<file path="config.mk">
export PLATFORM = sky130hd
export DESIGN_NAME = pwm_channel
export DESIGN_NICKNAME = d
export VERILOG_FILES = /design/src/rtl/pwm_pkg.sv /design/src/rtl/duty_if.sv /design/src/rtl/pwm_channel.sv /design/src/rtl/pwm_edge_stage.sv
export SDC_FILE = /design/constraint.sdc
export NUM_CORES = 1
export LEC_CHECK = 0
export ABC_AREA = 1
export BUFFER_PORTS_ARGS = -buffer_cell sky130_fd_sc_hd__clkbuf_2
export CAP_MARGIN = 20
export CORE_MARGIN = 3
export CORE_UTILIZATION = 58
export CTS_CLUSTER_DIAMETER = 200
export CTS_CLUSTER_SIZE = 28
export DETAILED_ROUTE_END_ITERATION = 8
export PLACE_DENSITY_LB_ADDON = 0.15
export SETUP_SLACK_MARGIN = 0.15
export SLEW_MARGIN = 0
export SYNTH_ARGS = -nofsm -noshare
export SYNTH_HDL_FRONTEND = slang
export SYNTH_HIERARCHICAL = 1
export SYNTH_SLANG_ARGS = --single-unit
</file>
<file path="constraint.sdc">
create_clock -name I_CLK -period 3.9 [get_ports I_CLK]
set_input_delay 0.585 -clock I_CLK [delete_from_list [all_inputs] [get_ports I_CLK]]
set_output_delay 0.585 -clock I_CLK [all_outputs]
set_load 0.1 [all_outputs]
</file>
<file path="src/rtl/pwm_pkg.sv">
// Package with widths, prescale codes and constants for the PWM channel
package pwm_pkg;
  // ==========================================================
  // Widths
  localparam int COUNT_W = 16;
  localparam logic [15:0] COUNT_ZERO = 16'h0000;
  localparam logic [15:0] COUNT_ONE = 16'h0001;
  // ==========================================================
  // Instruction clock divides the oscillator by two
  localparam logic OSC_DIV_LAST = 1'h1;
  // ==========================================================
  // Prescale ratio select codes
  localparam logic [1:0] PRE_1 = 2'h0;
  localparam logic [1:0] PRE_8 = 2'h1;
  localparam logic [1:0] PRE_64 = 2'h2;
  localparam logic [1:0] PRE_256 = 2'h3;
  localparam logic [7:0] PRE_1_LAST = 8'h00;
  localparam logic [7:0] PRE_8_LAST = 8'h07;
  localparam logic [7:0] PRE_64_LAST = 8'h3F;
  localparam logic [7:0] PRE_256_LAST = 8'hFF;
  localparam logic [7:0] PRE_ONE = 8'h01;
  localparam logic [7:0] PRE_ZERO = 8'h00;
endpackage : pwm_pkg

</file>
<file path="src/rtl/duty_if.sv">
// Interface carrying the shadowed duty pair between timer and output stage
interface duty_if;
  logic [15:0] primary;
  logic [15:0] secondary;
  logic [15:0] period;
  logic [15:0] count;
  logic tick;
  logic period_match;
  modport src (output primary, secondary, period, count, tick,
    period_match);
  modport dst (input primary, secondary, period, count, tick,
    period_match);
endinterface : duty_if

</file>
<file path="src/rtl/pwm_channel.sv">
// Double buffered PWM channel with its own timer base
// Functional notes
// - Duty writes anytime, applied at period match
// - All values zero keeps pin low
// - Secondary above period keeps pin high
// - Period is (period+1) ticks times prescale
// - Timer counts at oscillator over two, divided by prescale
// - Sixteen-bit period gives sixteen-bit resolution
module pwm_channel (
  // Clock and reset
  input wire logic I_CLK,
  input wire logic I_RST_N,
  // Configuration
  input wire logic I_ENABLE,
  input wire logic [1:0] I_PRESCALE,
  input wire logic [15:0] I_PERIOD,
  // Duty writes
  input wire logic I_PRIMARY_WE,
  input wire logic I_SECONDARY_WE,
  input wire logic [15:0] I_DUTY_DATA,
  // Status
  output logic [15:0] O_TIMER_COUNT,
  output logic O_PERIOD_MATCH,
  // Pin
  output logic O_PWM_OUTPUT_PIN
);
  // ==========================================================
  // Types
  typedef enum logic [1:0] {
    ST_IDLE = 2'b01,
    ST_RUN = 2'b10
  } run_state_t;

  // ==========================================================
  // Registers
  run_state_t state_reg;
  run_state_t state_next;
  logic osc_div_reg;
  logic [7:0] pre_cnt_reg;
  logic [15:0] timer_count_reg;
  logic [15:0] timer_period_reg;
  logic [15:0] duty_primary_reg;
  logic [15:0] duty_secondary_reg;
  logic [15:0] buf_primary_reg;
  logic [15:0] buf_secondary_reg;
  logic match_reg;
  logic [25:0] clk_count_reg;

  // ==========================================================
  // Decode
  logic [7:0] pre_last;
  always_comb begin
    case (I_PRESCALE)
      pwm_pkg::PRE_1: pre_last = pwm_pkg::PRE_1_LAST;
      pwm_pkg::PRE_8: pre_last = pwm_pkg::PRE_8_LAST;
      pwm_pkg::PRE_64: pre_last = pwm_pkg::PRE_64_LAST;
      pwm_pkg::PRE_256: pre_last = pwm_pkg::PRE_256_LAST;
      default: pre_last = pwm_pkg::PRE_1_LAST;
    endcase
  end

  wire running = state_reg == ST_RUN;
  // Instruction clock is every second edge
  wire cy_tick = running && (osc_div_reg == pwm_pkg::OSC_DIV_LAST);
  wire pre_done = pre_cnt_reg >= pre_last;
  wire tmr_tick = cy_tick && pre_done;
  // Full 16-bit compare; a period of FFFFh gives 16-bit resolution
  wire period_hit = timer_count_reg == timer_period_reg;
  wire roll = tmr_tick && period_hit;
  wire [15:0] count_inc = timer_count_reg + pwm_pkg::COUNT_ONE;
  wire [7:0] pre_inc = pre_cnt_reg + pwm_pkg::PRE_ONE;

  always_comb begin
    case (state_reg)
      ST_IDLE: state_next = I_ENABLE ? ST_RUN : ST_IDLE;
      ST_RUN: state_next = I_ENABLE ? ST_RUN : ST_IDLE;
      default: state_next = ST_IDLE;
    endcase
  end

  // ==========================================================
  // Timer base
  always_ff @(posedge I_CLK) begin
    if (!I_RST_N) begin
      state_reg <= ST_IDLE;
      osc_div_reg <= 1'b0;
      pre_cnt_reg <= pwm_pkg::PRE_ZERO;
      timer_count_reg <= pwm_pkg::COUNT_ZERO;
    end else begin
      state_reg <= state_next;
      osc_div_reg <= running ? ~osc_div_reg : 1'b0;
      if (!running) begin
        pre_cnt_reg <= pwm_pkg::PRE_ZERO;
      end else if (cy_tick) begin
        pre_cnt_reg <= pre_done ? pwm_pkg::PRE_ZERO : pre_inc;
      end
      // Parked at zero when off, so a restart begins a full period
      if (!running || roll) begin
        timer_count_reg <= pwm_pkg::COUNT_ZERO;
      end else if (tmr_tick) begin
        timer_count_reg <= count_inc;
      end
    end
  end

  // ==========================================================
  // Double buffer
  // Period is latched with duties so both change on the same edge
  always_ff @(posedge I_CLK) begin
    if (!I_RST_N) begin
      buf_primary_reg <= pwm_pkg::COUNT_ZERO;
      buf_secondary_reg <= pwm_pkg::COUNT_ZERO;
      duty_primary_reg <= pwm_pkg::COUNT_ZERO;
      duty_secondary_reg <= pwm_pkg::COUNT_ZERO;
      timer_period_reg <= pwm_pkg::COUNT_ZERO;
      match_reg <= 1'b0;
    end else begin
      if (I_PRIMARY_WE) begin
        buf_primary_reg <= I_DUTY_DATA;
      end
      if (I_SECONDARY_WE) begin
        buf_secondary_reg <= I_DUTY_DATA;
      end
      // Idle channel applies at once, no period to protect
      if (roll || !running) begin
        duty_primary_reg <= buf_primary_reg;
        duty_secondary_reg <= buf_secondary_reg;
        timer_period_reg <= I_PERIOD;
      end
      match_reg <= roll;
    end
  end

  // ==========================================================
  // Output stage
  duty_if dbus ();
  assign dbus.primary = duty_primary_reg;
  assign dbus.secondary = duty_secondary_reg;
  assign dbus.period = timer_period_reg;
  assign dbus.count = timer_count_reg;
  assign dbus.tick = tmr_tick;
  assign dbus.period_match = roll;

  pwm_edge_stage u_edge (
    .i_clk(I_CLK),
    .i_rst_n(I_RST_N),
    .d(dbus),
    .o_pin(O_PWM_OUTPUT_PIN)
  );

  assign O_TIMER_COUNT = timer_count_reg;
  assign O_PERIOD_MATCH = match_reg;

  // ==========================================================
  // Checks
  // Clocks per period, counted apart from the timer itself
  wire [25:0] period_ticks = {10'h000, timer_period_reg} + 26'h0000001;
  wire [25:0] tick_clks = {17'h00000, pre_last, 1'b0} + 26'h0000002;
  wire [25:0] period_clks = period_ticks * tick_clks;
  always_ff @(posedge I_CLK) begin
    if (!I_RST_N || roll || !running) begin
      clk_count_reg <= 26'h0000001;
    end else begin
      clk_count_reg <= clk_count_reg + 26'h0000001;
    end
  end

  shadow_hold_a: assert property (@(posedge I_CLK) disable iff (!I_RST_N)
    (running && !roll && $past(running)) |=>
    $stable(duty_secondary_reg))
    else $error("duty changed inside a period");
  shadow_load_a: assert property (@(posedge I_CLK) disable iff (!I_RST_N)
    roll |=> duty_primary_reg == $past(buf_primary_reg))
    else $error("duty not applied at period match");
  period_len_a: assert property (@(posedge I_CLK) disable iff (!I_RST_N)
    roll |-> clk_count_reg == period_clks)
    else $error("period length is not period plus one ticks");
  half_rate_a: assert property (@(posedge I_CLK) disable iff (!I_RST_N)
    cy_tick |=> !cy_tick)
    else $error("instruction tick on consecutive edges");
  count_wrap_a: assert property (@(posedge I_CLK) disable iff (!I_RST_N)
    roll |=> timer_count_reg == pwm_pkg::COUNT_ZERO)
    else $error("timer did not wrap at period match");
  count_bound_a: assert property (@(posedge I_CLK) disable iff (!I_RST_N)
    running |-> timer_count_reg <= timer_period_reg)
    else $error("timer ran past the period");
endmodule : pwm_channel

</file>
<file path="src/rtl/pwm_edge_stage.sv">
// Output stage that places the PWM edges from the shadowed duty pair
module pwm_edge_stage (
  // Clock and reset
  input wire logic i_clk,
  input wire logic i_rst_n,
  // Timer and duty values
  duty_if.dst d,
  // Pin
  output logic o_pin
);
  // ==========================================================
  // Edge decode
  logic pin_reg;
  logic pin_next;
  wire all_zero = (d.primary == pwm_pkg::COUNT_ZERO) &&
    (d.secondary == pwm_pkg::COUNT_ZERO) &&
    (d.period == pwm_pkg::COUNT_ZERO);
  wire force_high = d.secondary > d.period;
  wire hit_rise = d.count == d.primary;
  wire hit_fall = d.count == d.secondary;

  // Fall wins when both edges coincide, giving a zero-width pulse
  always_comb begin
    pin_next = pin_reg;
    if (all_zero) begin
      pin_next = 1'b0;
    end else if (force_high) begin
      pin_next = 1'b1;
    end else if (d.tick && hit_fall) begin
      pin_next = 1'b0;
    end else if (d.tick && hit_rise) begin
      pin_next = 1'b1;
    end
  end

  always_ff @(posedge i_clk) begin
    if (!i_rst_n) begin
      pin_reg <= 1'b0;
    end else begin
      pin_reg <= pin_next;
    end
  end
  assign o_pin = pin_reg;

  // ==========================================================
  // Checks
  zero_low_a: assert property (@(posedge i_clk) disable iff (!i_rst_n)
    all_zero |=> !o_pin)
    else $error("pin not low with all values zero");
  over_high_a: assert property (@(posedge i_clk) disable iff (!i_rst_n)
    (force_high && !all_zero) |=> o_pin)
    else $error("pin not high with secondary above period");
  fall_edge_a: assert property (@(posedge i_clk) disable iff (!i_rst_n)
    (d.tick && hit_fall && !force_high) |=> !o_pin)
    else $error("pin did not fall at secondary match");
  rise_edge_a: assert property (@(posedge i_clk) disable iff (!i_rst_n)
    (d.tick && hit_rise && !hit_fall && !force_high && !all_zero)
    |=> o_pin)
    else $error("pin did not rise at primary match");
  hold_a: assert property (@(posedge i_clk) disable iff (!i_rst_n)
    (!d.tick && !force_high && !all_zero) |=> $stable(o_pin))
    else $error("pin moved without a timer tick");
endmodule : pwm_edge_stage

</file>
==> results.json <==
{
  "die_area_um2": 11660,
  "cts-buffers-inserted": 9,
  "synth_cells": 930,
  "required_ns": 4.23,
  "layout.cells.non_filler": 1101,
  "clkLatencyLatePin_ns": 0.39,
  "layout.nets": 1028,
  "layout-drive-gt1-share": 0.09194,
  "clk_path_buf_depth": 2,
  "post-cts-setup-buffer-count": 0,
  "grt_pass1_wl_um": 24810,
  "antenna_found_initial": 0,
  "postSynthAreaPerCell_um2": 6.485,
  "yosys_warnings": 6,
  "final_antenna_net_count": 0,
  "viasPerCell": 5.138,
  "hold_buffers": 0,
  "route.detailed.drc": 0,
  "cts_root_buf": "clkbuf_8",
  "relSlewSlack": 0.3994,
  "multi_input_area_um2": 3217,
  "drt_iter0_drc": 432,
  "clockPowerShare": 0.314,
  "wire_per_inst_um": 13.49,
  "die-width_um": 108.0,
  "rsz0062_at_grt": "false",
  "slew_viol_final": 0,
  "whs_path_depth": 3,
  "grt-ovfl-total": 0,
  "post-route-util": 0.6600,
  "cts_max_level": 3,
  "cts-resized-gates": 0,
  "clk_pin_slew_worst_paths_ns": 0.10,
  "ff2ff_path_depth": 19,
  "layout.area.seq_um2": 2182,
  "routed_wl_um": 14850,
  "vdd_drop_max_v": 0.0002994,
  "leakagePower_nw": 2.943,
  "num_antenna_cells": 0,
  "skew_ns": 0.009386,
  "crit_fanout": 19,
  "r2r_setup_slack_ns": 1.47,
  "finalHoldViolCount": 0,
  "finish.instance_area_um2": 6570,
  "tns_ns": 0,
  "post_dp_cell_area_um2": 6381,
  "power_frac_comb": 0.132,
  "routed-via-count": 5657,
  "hold_class": "in2reg",
  "io_pins": 57,
  "syn_area_um2": 6031,
  "fin_crit_ns": 2.430,
  "port_buffers": 56,
  "seq_power_share": 0.554,
  "syn_to_final_growth_pct": 8.942,
  "internal-power_w": 0.001588,
  "die_h_um": 108.0,
  "gp_congestion": 0.9710,
  "worst_setup_path_end_kind": "register",
  "critPathArrivalTime_ns": 2.76,
  "cp-start-kind": "register",
  "track_usage": 0.2665,
  "grt_max_degree": 98,
  "fillers": 967,
  "cap_violations": 0,
  "swShare": 0.2803,
  "fmax_ghz": 0.4116,
  "dr.pass1.iters": 5,
  "cts_sinks": 109,
  "placementRows": 36,
  "p_sw_w": 0.0006184,
  "core_um2": 9955,
  "p_per_area_nw_per_um2": 335.8,
  "max_slew.worst_pin.slew_ns": 0.9009,
  "cts_tree": "built",
  "finalCritPeriodShare": 0.6230,
  "first_global_vias": 5170,
  "placed_cells": 1086,
  "syn_nets": 994,
  "outcome": "finished, final reports clean",
  "worstSetupPathType": "reg2reg",
  "dp_hpwl_um": 10610,
  "initial_utilization": 0.6058,
  "setup_viol": 0
}
[final cells by class]
type                    count  area share
repair buffers             61     0.05218
multi-input cells         657      0.4896
well taps                 133     0.02533
clock buffers              11     0.02000
inverters                 126     0.07199
clock inverters             4    0.008760
flip-flops and latches    109      0.3321
[per-layer routing]
layer,track usage,vias up,share of wire
li1,-,2983,-
met1,0.3587,2482,0.46
met2,0.4334,159,0.46
met3,0.05134,33,0.057
met4,0.08386,0,0.022
met5,0,-,0
[placed cells by master (no fill, tap or decap)]
master,n
nor2_2,2
o21ai_0,39
o21ai_1,1
nand4_1,9
bufinv_16,1
nor3_1,17
nand3_1,64
inv_2,7
xor2_1,21
o21bai_1,1
dfxtp_1,109
clkbuf_2,56
nand3_4,1
a21oi_2,1
nand2_1,202
clkinvlp_4,1
clkbuf_1,2
inv_1,118
nor4_1,5
ha_4,1
nor2_1,169
o21a_1,1
nand3b_1,2
inv_6,1
ha_1,24
buf_12,2
xnor2_1,16
or2_2,2
nand2_2,1
clkinv_1,1
clkbuf_8,9
nor3b_1,1
o22ai_1,1
a21oi_1,76
buf_4,3
inv_8,1
[final timing paths]
check,from,end
worst min register to register,osc_div_reg,osc_div_reg
worst min-delay path,I_ENABLE,state_reg[1]
worst max register to register,pre_cnt_reg[1],u_edge/o_pin
worst max-delay path,pre_cnt_reg[1],u_edge/o_pin
[critical path: stages, from the launching register on]
cell     delay [ns]
dfxtp_1        0.35
ha_1           0.30
inv_1          0.04
nand2_1        0.05
nand2_1        0.04
nand2_1        0.05
nand2_1        0.05
nand2_1        0.05
nand2_1        0.05
nand2_1        0.13
nand2_2        0.25
inv_2          0.30
inv_1          0.11
a21oi_1        0.13
nand3_1        0.09
nor2_1         0.10
nand2_1        0.06
nand2_1        0.05
nand2_1        0.06
a21oi_2        0.10
[per-stage QoR]
step	hold slack [ns]	setup WS (ns)	power, W
2_1_floorplan	0.4131	1.509	0.001446
3_3_place_gp	0.4462	1.130	0.001529
3_5_place_dp	0.4493	1.087	0.001535
4_1_cts	0.3864	1.477	0.002225
5_1_grt	0.4168	1.153	0.002319
6_report	0.4087	1.470	0.002206
[power by group through the flow]
stage | sequential, W | clock [W] | combinational [W]
global placement | 0.00125 | 0 | 0.000284
CTS | 0.00122 | 0.000714 | 0.000289
finish | 0.00122 | 0.000693 | 0.000291
global route | 0.00123 | 0.000751 | 0.000339
floorplan | 0.00124 | 0 | 0.000208
detailed placement | 0.00125 | 0 | 0.000288
Note: power is estimated with default switching activity, not from simulation.
